## src/hdl/vafe_pkg.sv

```systemverilog
package vafe_pkg;

  // Register indices; the byte address is four times the index
  localparam logic [7:0] IDX_SYNC_STATUS  = 8'h01;
  localparam logic [7:0] IDX_SOG_CTRL     = 8'h04;
  localparam logic [7:0] IDX_CONFIG       = 8'h05;
  localparam logic [7:0] IDX_GAIN_RED     = 8'h06;
  localparam logic [7:0] IDX_GAIN_GREEN   = 8'h07;
  localparam logic [7:0] IDX_GAIN_BLUE    = 8'h08;
  localparam logic [7:0] IDX_BW_PEAK      = 8'h0d;
  localparam logic [7:0] IDX_SYNC_SELECT  = 8'h12;
  localparam logic [7:0] IDX_EXT_CLAMP    = 8'h13;
  localparam logic [7:0] IDX_CLAMP_HI     = 8'h14;
  localparam logic [7:0] IDX_CLAMP_LO     = 8'h15;
  localparam logic [7:0] IDX_CLAMP_WIDTH  = 8'h16;
  localparam logic [7:0] IDX_OUT_FORMAT   = 8'h18;
  localparam logic [7:0] IDX_CLAMP_IMP    = 8'h23;
  localparam logic [7:0] IDX_GAIN_APPLIED = 8'h30;
  localparam int         ADDR_LSB         = 2;

  // Field positions
  localparam int CFG_DC_COUPLED   = 1;
  localparam int CFG_YUV_MODE     = 2;
  localparam int CFG_COAST_CLAMP  = 5;
  localparam int SOG_THR_MSB      = 3;
  localparam int SOG_HYST_BIT     = 4;
  localparam int SOG_LPF_BIT      = 5;
  localparam int BW_MSB           = 3;
  localparam int BW_LSB           = 1;
  localparam int PEAK_MSB         = 7;
  localparam int PEAK_LSB         = 4;
  localparam int EXT_CLAMP_BIT    = 4;
  localparam int DECIMATE_BIT     = 4;
  localparam int IMP_MSB          = 6;
  localparam int IMP_LSB          = 4;

  // Reset values
  localparam logic [7:0] RST_SOG_CTRL    = 8'h16;
  localparam logic [7:0] RST_CONFIG      = 8'h00;
  localparam logic [7:0] RST_GAIN        = 8'h55;
  localparam logic [7:0] RST_BW_PEAK     = 8'h0e;
  localparam logic [7:0] RST_CLAMP_HI    = 8'h00;
  localparam logic [7:0] RST_CLAMP_LO    = 8'h08;
  localparam logic [7:0] RST_CLAMP_WIDTH = 8'h10;
  localparam logic [7:0] RST_CLAMP_IMP   = 8'h08;

  // Levels and codes
  localparam logic [7:0] BLACK_RGB    = 8'h00;
  localparam logic [7:0] BLACK_CHROMA = 8'h80;
  localparam logic [1:0] SRC_DISCRETE = 2'h0;
  localparam logic [1:0] SRC_CSYNC_H  = 2'h1;
  localparam logic [1:0] SRC_SOG      = 2'h2;

  // Decoded corners in MHz
  localparam logic [9:0] BW_MHZ [8] = '{10'd100, 10'd130, 10'd150,
    10'd180, 10'd230, 10'd320, 10'd480, 10'd780};
  localparam logic [9:0] PEAK_MHZ [16] = '{10'd0, 10'd800, 10'd400,
    10'd265, 10'd200, 10'd160, 10'd135, 10'd115, 10'd100, 10'd90,
    10'd80, 10'd70, 10'd65, 10'd60, 10'd55, 10'd50};

  // Timing
  localparam int CLK_MHZ          = 125;
  localparam int FALLBACK_MS      = 100;
  localparam int FALLBACK_CYCLES  = FALLBACK_MS * 1000 * CLK_MHZ;
  localparam int ACTIVITY_US      = 100;
  localparam int ACTIVITY_CYCLES  = ACTIVITY_US * CLK_MHZ;
  localparam int FIFO_DEPTH       = 8;

  typedef enum logic [1:0] {
    CLAMP_IDLE,
    CLAMP_WAIT,
    CLAMP_ACTIVE
  } vafe_clamp_state_t;

endpackage : vafe_pkg

```

## src/hdl/vafe_fifo.sv

```systemverilog
`timescale 1ns/1ps
module vafe_fifo #(
  parameter int WIDTH = 24,
  parameter int DEPTH = 8
) (
  input  wire logic             clk,
  input  wire logic             rst,
  input  wire logic             ce,
  input  wire logic             inValid,
  output logic                  inReady,
  input  wire logic [WIDTH-1:0] inData,
  output logic                  outValid,
  input  wire logic             outReady,
  output logic      [WIDTH-1:0] outData
);

  localparam int AW = (DEPTH > 1) ? $clog2(DEPTH) : 1;
  localparam logic [AW:0] DEPTH_N = AW'(DEPTH - 1) + 1'b1;

  logic [WIDTH-1:0] mem [DEPTH];
  logic [AW-1:0]    wrPtr;
  logic [AW-1:0]    rdPtr;
  logic [AW:0]      count;
  wire              doWrite = ce & inValid & inReady;
  wire              doRead  = ce & outValid & outReady;

  function automatic logic [AW-1:0] bump(input logic [AW-1:0] p);
    bump = (p == AW'(DEPTH - 1)) ? '0 : p + 1'b1;
  endfunction : bump

  assign inReady  = (count != DEPTH_N);
  assign outValid = (count != '0);
  assign outData  = mem[rdPtr];

  always_ff @(posedge clk or posedge rst) begin
    if (rst) begin
      wrPtr <= '0;
      rdPtr <= '0;
      count <= '0;
    end else begin
      if (doWrite) wrPtr <= bump(wrPtr);
      if (doRead) rdPtr <= bump(rdPtr);
      count <= count + (AW+1)'(doWrite) - (AW+1)'(doRead);
    end
  end

  always_ff @(posedge clk) begin
    if (doWrite) mem[wrPtr] <= inData;
  end

endmodule : vafe_fifo

```

## src/hdl/vafe_clamp_format_control.sv

```systemverilog
`timescale 1ns/1ps
module vafe_clamp_format_control
  import vafe_pkg::*;
#(
  parameter int CNT_W            = 16,
  parameter int FALLBACK_CNT     = vafe_pkg::FALLBACK_CYCLES,
  parameter int ACTIVITY_CNT     = vafe_pkg::ACTIVITY_CYCLES,
  parameter int DEPTH            = vafe_pkg::FIFO_DEPTH
) (
  input  wire logic        clk,
  input  wire logic        rst,
  input  wire logic        ce,
  input  wire logic        wb_cyc_i,
  input  wire logic        wb_stb_i,
  input  wire logic        wb_we_i,
  input  wire logic [7:0]  wb_adr_i,
  input  wire logic [3:0]  wb_sel_i,
  input  wire logic [31:0] wb_dat_i,
  output logic      [31:0] wb_dat_o,
  output logic             wb_ack_o,
  input  wire logic        hsyncIn,
  input  wire logic        vsyncIn,
  input  wire logic        greenEmbeddedSyncIn,
  input  wire logic        extClampIn,
  input  wire logic        pixelClockLoopCoast,
  input  wire logic        pixValid,
  output logic             pixReady,
  input  wire logic [7:0]  redIn,
  input  wire logic [7:0]  greenIn,
  input  wire logic [7:0]  blueIn,
  output logic             outValid,
  input  wire logic        outReady,
  output logic      [7:0]  redOut,
  output logic      [7:0]  greenOut,
  output logic      [7:0]  blueOut,
  output logic             clampOn,
  output logic             dcCoupled,
  output logic             yuvMode,
  output logic      [7:0]  gainRed,
  output logic      [7:0]  gainGreen,
  output logic      [7:0]  gainBlue,
  output logic      [3:0]  sogThreshold,
  output logic             sogHysteresis,
  output logic             sogLowPass,
  output logic      [9:0]  bandwidthMhz,
  output logic             peakingEnable,
  output logic      [9:0]  peakingMhz,
  output logic      [2:0]  clampImpedance
);

  import vafe_pkg::*;

  //////////////////////////////////////////////////////////////////////////
  // Register bus

  logic [7:0] sogCtrl;
  logic [7:0] config0;
  logic [7:0] channel_gain_setting [3];
  logic [7:0] bwPeak;
  logic [1:0] syncSelect;
  logic [7:0] extClampCtrl;
  logic [7:0] clampStartHi;
  logic [7:0] clampStartLo;
  logic [7:0] clampWidth;
  logic [7:0] outFormat;
  logic [7:0] clampImp;
  logic [7:0] gainApplied [3];
  logic [7:0] syncStatus;
  logic       gainPending;

  wire       busReq  = wb_cyc_i & wb_stb_i & ~wb_ack_o;
  wire [7:0] regIdx  = {2'h0, wb_adr_i[7:ADDR_LSB]};
  wire       wrLane0 = busReq & wb_we_i & wb_sel_i[0];
  wire [7:0] wrByte  = wb_dat_i[7:0];

  function automatic logic hit(input logic [7:0] idx);
    hit = wrLane0 & (regIdx == idx);
  endfunction : hit

  wire wrGainR = hit(IDX_GAIN_RED);
  wire wrGainG = hit(IDX_GAIN_GREEN);
  wire wrGainB = hit(IDX_GAIN_BLUE);
  wire wrGain  = wrGainR | wrGainG | wrGainB;

  logic [7:0] readByte;
  always_comb begin
    case (regIdx)
      IDX_SYNC_STATUS:  readByte = syncStatus;
      IDX_SOG_CTRL:     readByte = sogCtrl;
      IDX_CONFIG:       readByte = config0;
      IDX_GAIN_RED:     readByte = channel_gain_setting[0];
      IDX_GAIN_GREEN:   readByte = channel_gain_setting[1];
      IDX_GAIN_BLUE:    readByte = channel_gain_setting[2];
      IDX_BW_PEAK:      readByte = bwPeak;
      IDX_SYNC_SELECT:  readByte = {6'h00, syncSelect};
      IDX_EXT_CLAMP:    readByte = extClampCtrl;
      IDX_CLAMP_HI:     readByte = clampStartHi;
      IDX_CLAMP_LO:     readByte = clampStartLo;
      IDX_CLAMP_WIDTH:  readByte = clampWidth;
      IDX_OUT_FORMAT:   readByte = outFormat;
      IDX_CLAMP_IMP:    readByte = clampImp;
      IDX_GAIN_APPLIED: readByte = {7'h00, gainPending};
      default:          readByte = 8'h00;
    endcase
  end

  // Unmapped indices still acknowledge and read zero
  always_ff @(posedge clk or posedge rst) begin
    if (rst) begin
      wb_ack_o <= 1'b0;
      wb_dat_o <= 32'h0000_0000;
    end else if (ce) begin
      wb_ack_o <= busReq;
      if (busReq) wb_dat_o <= {24'h00_0000, readByte};
    end
  end

  always_ff @(posedge clk or posedge rst) begin
    if (rst) begin
      sogCtrl      <= RST_SOG_CTRL;
      config0      <= RST_CONFIG;
      channel_gain_setting     <= '{RST_GAIN, RST_GAIN, RST_GAIN};
      bwPeak       <= RST_BW_PEAK;
      syncSelect   <= SRC_DISCRETE;
      extClampCtrl <= 8'h00;
      clampStartHi <= RST_CLAMP_HI;
      clampStartLo <= RST_CLAMP_LO;
      clampWidth   <= RST_CLAMP_WIDTH;
      outFormat    <= 8'h00;
      clampImp     <= RST_CLAMP_IMP;
    end else if (ce) begin
      if (hit(IDX_SOG_CTRL)) sogCtrl <= wrByte;
      if (hit(IDX_CONFIG)) config0 <= wrByte;
      if (wrGainR) channel_gain_setting[0] <= wrByte;
      if (wrGainG) channel_gain_setting[1] <= wrByte;
      if (wrGainB) channel_gain_setting[2] <= wrByte;
      if (hit(IDX_BW_PEAK)) bwPeak <= wrByte;
      if (hit(IDX_SYNC_SELECT)) syncSelect <= wrByte[1:0];
      if (hit(IDX_EXT_CLAMP)) extClampCtrl <= wrByte;
      if (hit(IDX_CLAMP_HI)) clampStartHi <= wrByte;
      if (hit(IDX_CLAMP_LO)) clampStartLo <= wrByte;
      if (hit(IDX_CLAMP_WIDTH)) clampWidth <= wrByte;
      if (hit(IDX_OUT_FORMAT)) outFormat <= wrByte;
      if (hit(IDX_CLAMP_IMP)) clampImp <= wrByte;
    end
  end

  //////////////////////////////////////////////////////////////////////////
  // Analog control decode

  function automatic logic [9:0] bwDecode(input logic [2:0] code);
    bwDecode = BW_MHZ[code];
  endfunction : bwDecode

  function automatic logic [9:0] peakDecode(input logic [3:0] code);
    peakDecode = PEAK_MHZ[code];
  endfunction : peakDecode

  wire yuvSel      = config0[CFG_YUV_MODE];
  wire acCoupled   = ~config0[CFG_DC_COUPLED];
  wire coastClamp  = config0[CFG_COAST_CLAMP];
  wire decimate    = outFormat[DECIMATE_BIT];
  wire extClampSel = extClampCtrl[EXT_CLAMP_BIT];

  assign yuvMode        = yuvSel;
  assign dcCoupled      = ~acCoupled;
  assign sogThreshold   = sogCtrl[SOG_THR_MSB:0];
  assign sogHysteresis  = sogCtrl[SOG_HYST_BIT];
  assign sogLowPass     = sogCtrl[SOG_LPF_BIT];
  // Bit 0 of the register is don't-care
  assign bandwidthMhz   = bwDecode(bwPeak[BW_MSB:BW_LSB]);
  assign peakingMhz     = peakDecode(bwPeak[PEAK_MSB:PEAK_LSB]);
  assign peakingEnable  = (bwPeak[PEAK_MSB:PEAK_LSB] != 4'h0);
  assign clampImpedance = clampImp[IMP_MSB:IMP_LSB];
  // Amplifier sees the applied code only; 0x55 means unity gain
  assign gainRed        = gainApplied[0];
  assign gainGreen      = gainApplied[1];
  assign gainBlue       = gainApplied[2];

  //////////////////////////////////////////////////////////////////////////
  // Sync input conditioning and activity

  logic [3:0] syncMeta;
  logic [3:0] syncLvl;
  logic [3:0] syncPrev;
  always_ff @(posedge clk or posedge rst) begin
    if (rst) begin
      syncMeta <= 4'h0;
      syncLvl  <= 4'h0;
      syncPrev <= 4'h0;
    end else if (ce) begin
      syncMeta <= {extClampIn, greenEmbeddedSyncIn, vsyncIn, hsyncIn};
      syncLvl  <= syncMeta;
      syncPrev <= syncLvl;
    end
  end

  wire [3:0] syncEdge = syncLvl ^ syncPrev;
  localparam logic [31:0] ACT_MAX = 32'(ACTIVITY_CNT);
  logic [31:0] idleCnt [3];
  logic [2:0]  active;

  // A source counts as active while edges keep arriving
  always_ff @(posedge clk or posedge rst) begin
    if (rst) begin
      idleCnt <= '{ACT_MAX, ACT_MAX, ACT_MAX};
    end else if (ce) begin
      for (int i = 0; i < 3; i++) begin
        if (syncEdge[i]) idleCnt[i] <= 32'h0000_0000;
        else if (idleCnt[i] != ACT_MAX) idleCnt[i] <= idleCnt[i] + 1'b1;
      end
    end
  end

  always_comb begin
    for (int i = 0; i < 3; i++) active[i] = (idleCnt[i] != ACT_MAX);
  end

  // Composite sync on H uses the same pin as discrete H
  wire selSync  = (syncSelect == SRC_SOG) ? syncLvl[2] : syncLvl[0];
  wire selPrev  = (syncSelect == SRC_SOG) ? syncPrev[2] : syncPrev[0];
  wire trailing = selPrev & ~selSync;

  assign syncStatus = {3'h0, pixelClockLoopCoast, syncLvl[0], active[2],
                       active[1], active[0]};

  //////////////////////////////////////////////////////////////////////////
  // Clamp timing

  vafe_clamp_state_t clampState;
  vafe_clamp_state_t next_clampState;
  logic [CNT_W-1:0]  pixCount;
  logic [7:0]        widthCount;
  logic              coastSeen;

  wire [15:0] startPix  = {clampStartHi, clampStartLo};
  wire        startHit  = (pixCount == CNT_W'(startPix));
  wire        coastLine = coastSeen | pixelClockLoopCoast;
  wire        clampOk   = acCoupled & (coastClamp | ~coastLine)
                        & (clampWidth != 8'h00);
  wire        widthDone = (widthCount == clampWidth);

  always_comb begin
    next_clampState = clampState;
    case (clampState)
      CLAMP_IDLE:   next_clampState = CLAMP_IDLE;
      CLAMP_WAIT:   if (startHit) begin
        next_clampState = clampOk ? CLAMP_ACTIVE : CLAMP_IDLE;
      end
      CLAMP_ACTIVE: if (widthDone) next_clampState = CLAMP_IDLE;
      default:      next_clampState = CLAMP_IDLE;
    endcase
    if (trailing) next_clampState = CLAMP_WAIT;
  end

  // Start values past the active pixels land the clamp on the front porch
  always_ff @(posedge clk or posedge rst) begin
    if (rst) begin
      clampState <= CLAMP_IDLE;
      pixCount   <= '0;
      widthCount <= 8'h00;
      coastSeen  <= 1'b0;
    end else if (ce) begin
      clampState <= next_clampState;
      pixCount   <= trailing ? '0 : pixCount + 1'b1;
      coastSeen  <= trailing ? 1'b0 : coastLine;
      widthCount <= (next_clampState == CLAMP_ACTIVE)
                    ? widthCount + 1'b1 : 8'h00;
    end
  end

  wire intClamp   = (clampState == CLAMP_ACTIVE);
  wire intStrobe  = (clampState != CLAMP_ACTIVE)
                  & (next_clampState == CLAMP_ACTIVE);
  wire extStrobe  = syncLvl[3] & ~syncPrev[3];
  wire strobe     = extClampSel ? (extStrobe & acCoupled) : intStrobe;
  // Switching to DC coupling cuts a running clamp at once
  assign clampOn  = acCoupled & (extClampSel ? syncLvl[3] : intClamp);

  //////////////////////////////////////////////////////////////////////////
  // Gain transfer

  localparam logic [31:0] FB_MAX = 32'(FALLBACK_CNT - 1);
  logic [31:0] fallbackCnt;
  wire         fallback = gainPending & (fallbackCnt == FB_MAX);
  wire         applyNow = strobe | fallback;

  // A write in the same cycle as the transfer stays pending for the next
  always_ff @(posedge clk or posedge rst) begin
    if (rst) begin
      gainApplied <= '{RST_GAIN, RST_GAIN, RST_GAIN};
      gainPending <= 1'b0;
      fallbackCnt <= 32'h0000_0000;
    end else if (ce) begin
      if (applyNow) gainApplied <= channel_gain_setting;
      gainPending <= wrGain | (gainPending & ~applyNow);
      if (wrGain | ~gainPending | applyNow) fallbackCnt <= 32'h0000_0000;
      else fallbackCnt <= fallbackCnt + 1'b1;
    end
  end

  //////////////////////////////////////////////////////////////////////////
  // Output format

  logic oddPixel;
  wire  pixTake = ce & pixValid & pixReady;
  always_ff @(posedge clk or posedge rst) begin
    if (rst) oddPixel <= 1'b0;
    else if (ce) oddPixel <= trailing ? 1'b0 : (oddPixel ^ pixTake);
  end

  // Channels pass straight through; no matrixing between spaces
  wire [7:0] chromaBlack = yuvSel ? BLACK_CHROMA : BLACK_RGB;
  wire [7:0] redBase   = intClamp ? chromaBlack : redIn;
  wire [7:0] blueBase  = intClamp ? chromaBlack : blueIn;
  wire [7:0] greenBase = intClamp ? BLACK_RGB : greenIn;
  wire [7:0] redFmt    = decimate ? (oddPixel ? redBase : blueBase)
                                  : redBase;
  wire [7:0] blueFmt   = decimate ? 8'h00 : blueBase;

  vafe_fifo #(
    .WIDTH (24),
    .DEPTH (DEPTH)
  ) u_fifo (
    .clk      (clk),
    .rst      (rst),
    .ce       (ce),
    .inValid  (pixValid),
    .inReady  (pixReady),
    .inData   ({redFmt, greenBase, blueFmt}),
    .outValid (outValid),
    .outReady (outReady),
    .outData  ({redOut, greenOut, blueOut})
  );

endmodule : vafe_clamp_format_control

```

## config.mk

```make
export PLATFORM = sky130hd
export DESIGN_NAME = vafe_clamp_format_control
export DESIGN_NICKNAME = d
export VERILOG_FILES = /design/src/hdl/vafe_pkg.sv /design/src/hdl/vafe_fifo.sv /design/src/hdl/vafe_clamp_format_control.sv
export SDC_FILE = /design/constraint.sdc
export NUM_CORES = 1
export LEC_CHECK = 0
export BUFFER_PORTS_ARGS = -buffer_cell sky130_fd_sc_hd__buf_2
export CORE_MARGIN = 2
export CORE_UTILIZATION = 25
export CTS_CLUSTER_SIZE = 40
export DETAILED_ROUTE_END_ITERATION = 8
export PLACE_DENSITY = 0.37
export SETUP_SLACK_MARGIN = 0.1
export SLEW_MARGIN = 20
export SYNTH_ARGS = -nofsm -noshare
export SYNTH_HDL_FRONTEND = slang
export SYNTH_SLANG_ARGS = --single-unit
```

## constraint.sdc

```tcl
create_clock -name clk -period 12.1 [get_ports clk]
set_input_delay 2.42 -clock clk [delete_from_list [all_inputs] [get_ports clk]]
set_output_delay 2.42 -clock clk [all_outputs]
set_load 0.02 [all_outputs]
```

## Yosys cells after proc, flatten, opt, wreduce, memory -nomap -nowiden

Memories as Yosys holds them, arrays and structs flattened.
Cells that the tools add are included.

| cells by class | value |
|---|---|
| muxes and demuxes | 36 |
| bitwise gates (word level) | 49 |
| magnitude comparators | 2 |
| $add $sub $neg | 10 |
| reductions and logical operators | 24 |
| eq/ne operators | 29 |

Operators by type and width:

| kind | number |
|---|---|
| two-way mux 32 bit | 7 |
| adder 32 x 1 -> 32 bit, second input constant | 4 |
| one-hot mux 8 bit (15 select lines) | 1 |
| != test 32 x 14 -> 1 bit, second input constant | 3 |
| two-way mux 8 bit | 8 |
| two-way mux 10 bit | 4 |
| equality test 6 x 5 -> 1 bit, second input constant | 6 |
| AND reduction 2 bit | 18 |
| equality test 32 x 24 -> 1 bit, second input constant | 1 |
| bitwise AND 1 bit | 30 |
| equality test 6 x 3 -> 1 bit, second input constant | 4 |
| adder 16 x 1 -> 16 bit, second input constant | 1 |
| equality test 16 bit | 1 |
| two-way mux 16 bit | 1 |
| equality test 6 x 4 -> 1 bit, second input constant | 2 |
| equality test 6 bit, second input constant | 2 |
| adder 8 x 1 -> 8 bit, second input constant | 1 |
| equality test 8 bit | 1 |
| two-way mux 1 bit | 8 |
| two-way mux 2 bit | 4 |
| bitwise OR 1 bit | 8 |
| nonzero test 4 bit | 2 |
| nonzero test 8 bit | 1 |
| inverter 1 bit | 7 |
| 18 further kinds | 25 |

| storage, ports and cells | value |
|---|---|
| input port bits | 81 |
| register bits after elaboration | 310 |
| logic and storage cells | 187 |
| memory bits (writable) | 192 |
| output and inout bits | 116 |
| ROM bits | 240 |
| memories kept | 3 |

Memories:

| memory | words | bits a word | rd ports | clocked after Yosys merged registers in | write ports | RTL line | RTL |
|---|---|---|---|---|---|---|---|
| u_fifo.mem | 8 | 24 | 1 | 0 | 1 | vafe_fifo.sv:20 | `logic [WIDTH-1:0] mem [DEPTH];` |
| (name not given) | 16 | 10 | 1 | 0 | 0 | vafe_clamp_format_control.sv:156 | `peakDecode = PEAK_MHZ[code];` |
| (name not given) | 8 | 10 | 1 | 0 | 0 | vafe_clamp_format_control.sv:152 | `bwDecode = BW_MHZ[code];` |

## Longest topological paths before layout

Gate-level depths: netlist of the first run.

| logic depth | value |
|---|---|
| depth in word-level cells | 16 |
| gate-level depth with buffers | 11 |
| depth with buffers taken out | 10 |

## By module

A second synthesis of the first run with hierarchy kept.

| unflattened totals | value |
|---|---|
| cells, all modules | 1,806 |
| area total of the unflattened synthesis | 23,557.6 µm² |

By module, submodules not included:

| module | cells each | sequential area each (µm²) | area each (µm²) | times used |
|---|---|---|---|---|
| vafe_clamp_format_control | 1,470 | 7,571.0 | 15,539.9 | 1 |
| vafe_fifo | 336 | 6,015.8 | 8,017.7 | 1 |

## Worst setup path after synthesis of the first run

OpenSTA, ideal clock, no wires.

| timing | value |
|---|---|
| path type | input port to flip-flop |
| start | input ce |
| end | memory u_fifo.mem[0][0], enable pin |
| buffers on the path | 2 |
| stages on the path | 4 |
| setup time | 0.466 ns |
| arrival time | 5.528 ns |
| setup slack | 6.106 ns |
| data required time | 11.634 ns |
| path through | clkbuf_1 > clkbuf_1 > nand3_1 > nor4_1 |

| on the way | value |
|---|---|
| cells in the longest elaborated chain, start to end | 4 |

Ends and longest elaborated chain:

| what | RTL line | RTL |
|---|---|---|
| start, declared | vafe_clamp_format_control.sv:12 | `input wire logic ce,` |
| bitwise AND 1 bit (2 in a row) | vafe_fifo.sv:24 | `wire doWrite = ce & inValid & inReady;` |
| two-way mux 1 bit | vafe_fifo.sv:48 | `if (doWrite) mem[wrPtr] <= inData;` |
| two-way mux 1 bit (implied by the code) | vafe_fifo.sv:48 |  |
| end, declared | vafe_fifo.sv:20 |  |

Every way passes these cells.

## Worst setup path in the final report of the first run

| timing | value |
|---|---|
| start | register u_fifo.rdPtr[0] |
| end | output blueOut[2] |

| on the way | value |
|---|---|
| cells in the longest elaborated chain, start to end | 1 |

Ends and longest elaborated chain:

| what | RTL line | RTL |
|---|---|---|
| start, declared | vafe_fifo.sv:22 | `logic [AW-1:0] rdPtr;` |
| start signal, assigned | vafe_fifo.sv:42 | `if (doRead) rdPtr <= bump(rdPtr);` |
| memory read (8 x 24 bit) | - |  |
| end, declared | vafe_clamp_format_control.sv:35 | `output logic [7:0] blueOut,` |

Every way passes these cells.

==> reports/qor.csv, run 1 <==
metric;value;unit
outcome;finished clean;
drive_gt1_frac;0.268;
antenna_found_initial;0;
vias_per_cell;4.56;
synthTopCellsByArea;dfrtp_1, edfxtp_1, mux2_2;
startpoint;u_fifo.rdPtr[0];
clk_latency;630;ps
ys.flop_type;dfrtp_1;
coreArea;93200;um^2
fmax;183;MHz
cts_buffers;60;
antenna_violating_nets_post_route;0;
cp_data_arrival_time;3060;ps
syn_area;23500;um^2
postCtsSetupBuffers;0;
die_h;311;um
fin_crit_sh;0.453;
io_pins;197;
grt_pass1_wl;97.9;mm
synth_edf_count;192;
critPathKind;reg2out;
clk_path_buf_depth;3;
ys_async_sr_fraction;0.618;
synth_top_cell_area_share;0.276;
irDropWorstVdd;0.117;mV
ys_ff_latch;502;
p_leak;10.9;nW
place_ws;7000;ps
drt_wl_total;63.1;mm
grt_max_degree;108;
num_rows;112;
required;9680;ps
tns;0;ps
synth_common_cells;dfrtp_1, edfxtp_1, nor2_1;
yosysSeqAreaShare;0.578;
p_per_area;167;nW/um^2
wl_per_cell;19.1;um
cts_tree;done;
start_util;0.252;
grt_remaining_overflow;0;
first_global_vias;15641;
cap_viol_max_count;0;
synth_largest_area_cell;dfrtp_1;
reg2reg_from;clampStartLo[0];
ctsResizeCount;0;
finalMaxSlewViolations;0;
io_buffers;142;
grt_usage;0.130;
fin_skew;27.0;ps
start_kind;flip-flop;
yosys_warnings;0;
finalHoldViolations;0;
place_hpwl;40.8;mm
worstMarginPinSlew;1050;ps
vias;15066;
layout-area-overhead-vs-synth;16.9;%
die_w;311;um
max_slew_margin;0.303;
synth_cell_type_count;71;
synth.avg_cell_area;12.6;um^2
hold_start;wb_dat_o[4];
setup_viol;0;
rsz0062_at_grt;false;
netlist_instances;1858;
cts.sinks;502;
hold_buffers;0;
nNetsFinal;2109;
gp_congestion;0.749;
cts-root-buf;clkbuf_16;
dp.cells;3190;
drc;0;
hold_class;reg2reg;
final-instance-count-excl-fill;3304;
path_clk_slew;60;ps
die_area;96400;um^2
worst_slack;6620;ps
cp_max_fo;42;
post-synth-top-count-cell;dfrtp_1;
htree_levels;2;
holdWs;477;ps
dr.pass1.iters;5;
endpoint_kind;output pin;
n_antenna_cell;0;
drt_iter0_drc;814;
min_period;5480;ps
-- cell type report --
class | count | area (um^2)
clock inverters | 36 | 272
repair buffers | 172 | 940
clock buffers | 78 | 1650
multi-input cells | 1213 | 9260
fillers | 9483 | 65700
well taps | 1254 | 1570
flip-flops and latches | 502 | 13600
inverters | 49 | 191
-- cells by family after synthesis --
family                     Yosys count  synth area share
xor gates and xnor gates           147            0.0548
adders and majority gates           30            0.0163
buffers and inverters              167            0.0334
AOI/OAI and AO/OA                  171            0.0488
other                                1          0.000160
and+or+nand+nor                    617             0.136
muxes                              223             0.132
DFF                                502             0.578
-- state kept, by name, summed over array words and instances, names as in the netlist, 16 cells and up --
name                  count
channel_gain_setting     24
pixCount                 16
idleCnt                  96
fallbackCnt              32
u_fifo.mem              192
-- metrics by stage --
stage	cell area (um^2)	utilization	power (mW)
final	27500	0.295	4.59
after CTS	27500	0.295	4.69
after global routing	27500	0.295	4.83
after detailed placement	25600	0.274	2.91
after floorplan	23600	-	2.62
after global placement	25500	0.274	2.90
-- final timing paths --
| kind | endpoint | slack [ps] | depth (start not counted) |
|---|---|---|---|
| min in group asynchronous | gainRed[3] | 1900 | 2 |
| max in group asynchronous | fallbackCnt[21] | 8130 | 4 |
| worst min register to register | wb_dat_o[4] | 480 | 1 |
| worst min-delay path | wb_dat_o[4] | 480 | 1 |
| worst max register to register | gainRed[7] | 8690 | 6 |
| worst max-delay path | blueOut[2] | 6620 | 4 |
-- layer usage --
metal  GRT usage  routed length [um]  vias to the layer above
met5           0                   0                        -
met4      0.0292                1050                        0
met3      0.0193                2110                       74
met2       0.221               30900                      266
met1       0.174               29100                     7728
li1            -                   -                     6998
-- worst max-delay path: stages (launching register included) --
cell and delay, ps:
dfrtp_4 550, buf_4 760, mux4_2 610, mux2_2 320, buf_2 170
-- where the power goes --
part	total (mW)	internal, mW	switching [mW]	leakage, nW
registers	1.96	1.88	0.0840	5.79
clock network	1.74	1.00	0.738	0.941
logic	0.882	0.372	0.510	4.21
-- cell usage in the layout, fill, tap and decap left out, drive strengths merged, types with 55 or more instances in the layout --
cell / count
xor2: 84
buf: 172
edfxtp: 192
nand3: 55
nor2: 178
dfrtp: 259
clkbuf: 78
xnor2: 63
mux2: 158
nand2: 113
Note: power is estimated with default switching activity, not from simulation.
==> run 2: changes to the inputs <==
--- a/config.mk
+++ b/config.mk
@@ -5,6 +5,7 @@
 export SDC_FILE = /design/constraint.sdc
 export NUM_CORES = 1
 export LEC_CHECK = 0
+export ABC_AREA = 1
 export BUFFER_PORTS_ARGS = -buffer_cell sky130_fd_sc_hd__buf_2
 export CORE_MARGIN = 2
 export CORE_UTILIZATION = 25
==> constraint.sdc (replaced) <==
create_clock -name clk -period 5.55 [get_ports clk]
set_input_delay 1.11 -clock clk [delete_from_list [all_inputs] [get_ports clk]]
set_output_delay 1.11 -clock clk [all_outputs]
set_load 0.02 [all_outputs]
==> reports/qor.csv, run 2 <==
metric;value;unit
irDropWorstVdd;0.258;mV
cp_max_fo;78;
drt_iter0_drc;1420;
finalMaxSlewViolations;0;
cts-root-buf;clkbuf_16;
ys_async_sr_fraction;0.618;
clk_latency;640;ps
start_kind;flip-flop;
min_period;4350;ps
grt_max_degree;164;
grt_usage;0.150;
max_slew_margin;0.241;
fin_skew;29.9;ps
cts_buffers;60;
final_common_cell;nand2_1;
synth_cell_type_count;54;
wl_per_cell;17.8;um
vias;20234;
ctsResizeCount;0;
path_clk_slew;60;ps
place_hpwl;52.6;mm
antenna_found_initial;5;
final-instance-count-excl-fill;4328;
die_w;320;um
fin_area;29100;um^2
critPathKind;reg2out;
layout_common_cells;nand2_1, nor2_1, o21ai_0;
ys_ff_latch;502;
drc;0;
io_buffers;142;
placed_cell_area;27000;um^2
gp_congestion;0.846;
hold_class;reg2reg;
required;4440;ps
start_util;0.253;
die_h;320;um
synth_top_cell_area_share;0.260;
synth_common_cells;nand2_1, nor2_1, o21ai_0;
post-synth-top-count-cell;nand2_1;
holdWs;464;ps
p_leak;11.6;nW
tns;0;ps
io_pins;197;
grt_remaining_overflow;0;
yosysSeqAreaShare;0.544;
grt_pass1_wl;121;mm
die_area;102000;um^2
setup_viol;0;
fin_crit_sh;0.785;
worstMarginPinSlew;1130;ps
finalHoldViolations;0;
outcome;finished clean;
rsz0062_at_grt;false;
drive_gt1_frac;0.126;
syn_area;25000;um^2
first_global_vias;20505;
endpoint_kind;output pin;
top_regs;u_fifo.mem x192, idleCnt x96, fallbackCnt x32;
synth.avg_cell_area;8.67;um^2
p_per_area;368;nW/um^2
postCtsSetupBuffers;0;
cp_data_arrival_time;3240;ps
largest_reg_flops;192;
vias_per_cell;4.68;
cap_viol_max_count;0;
cts_tree;done;
fill_cells;10462;
synth_largest_area_cell;dfrtp_1;
num_rows;115;
top_register;u_fifo.mem;
power.total;10.7;mW
cts.sinks;502;
dp.cells;4215;
dr.pass1.iters;5;
drt_wl_total;77.1;mm
synth_edf_count;192;
netlist_instances;2881;
nNetsFinal;3101;
ys.flop_type;dfrtp_1;
yosys_warnings;0;
coreArea;98700;um^2
htree_levels;2;
synthTopCellsByArea;dfrtp_1, edfxtp_1, nand2_1;
layout-area-overhead-vs-synth;16.6;%
antenna_violating_nets_post_route;0;
clk_path_buf_depth;3;
hold_buffers;0;
fmax;230;MHz
==> run 2: where the power goes <==
part	leakage (nW)	total [mW]	switching (mW)	internal, mW
combinational	4.77	2.30	1.64	0.660
sequential	5.82	4.26	0.151	4.10
clock	1.02	4.17	1.67	2.49
==> run 2: stage by stage <==
stage	worst slack, ps	util
after floorplan	355	-
after global placement	1750	0.274
after detailed placement	1740	0.274
after CTS	1030	0.295
after global routing	888	0.295
final	1200	0.295
==> run 2: worst paths after layout <==
kind                                 startpoint         endpoint  slack, ps  depth (start not counted)
min in group asynchronous                   rst       sogCtrl[5]        470                          2
max in group asynchronous                   rst  u_fifo.rdPtr[0]       3750                          3
worst min-delay path                gainBlue[6]      gainBlue[6]        460                          2
worst min register to register      gainBlue[6]      gainBlue[6]        460                          2
worst max register to register      idleCnt[45]      idleCnt[41]       2570                         11
worst max-delay path            u_fifo.rdPtr[0]      greenOut[7]       1200                          6
==> run 2: cell families (layout without fill, tap and decap cells) <==
family                   Yosys count  after routing  share of synthesized area
AO/OA/AOI/OAI                    532            532                      0.116
XOR/XNOR                          68             68                     0.0242
adder cells (fa/ha/maj)           30             30                     0.0153
buffers and inverters            401            536                     0.0675
flip-flops                       502            502                      0.544
multiplexers                       4              4                    0.00160
other                              1             26                   0.000150
AND/OR/NAND/NOR                 1343           1343                      0.231
==> run 2: per-layer routing <==
layer	track usage	share of wire	up-vias
li1	-	-	9890
met1	0.195	0.45	9821
met2	0.256	0.48	391
met3	0.0234	0.040	122
met4	0.0415	0.025	10
met5	0	0.00082	-
==> run 2: area by class of cell <==
class                           count  area, um^2  share of cell area
Clock buffer                       69        1570              0.0538
Clock inverter                     43         532              0.0183
Sequential cell                   502       13600               0.467
Multi-Input combinational cell   2002        9820               0.338
Antenna cell                        1        2.50           0.0000860
Timing Repair Buffer              171        1030              0.0354
Inverter                          253         953              0.0328
Tap cell                         1287        1610              0.0553
==> run 2: critical path, cell delays in order, from the launching register on <==
cell	delay [ps]
dfrtp_2	670
buf_4	770
o21ai_0	210
o22ai_1	200
nor2_1	70
a31oi_1	370
buf_2	250
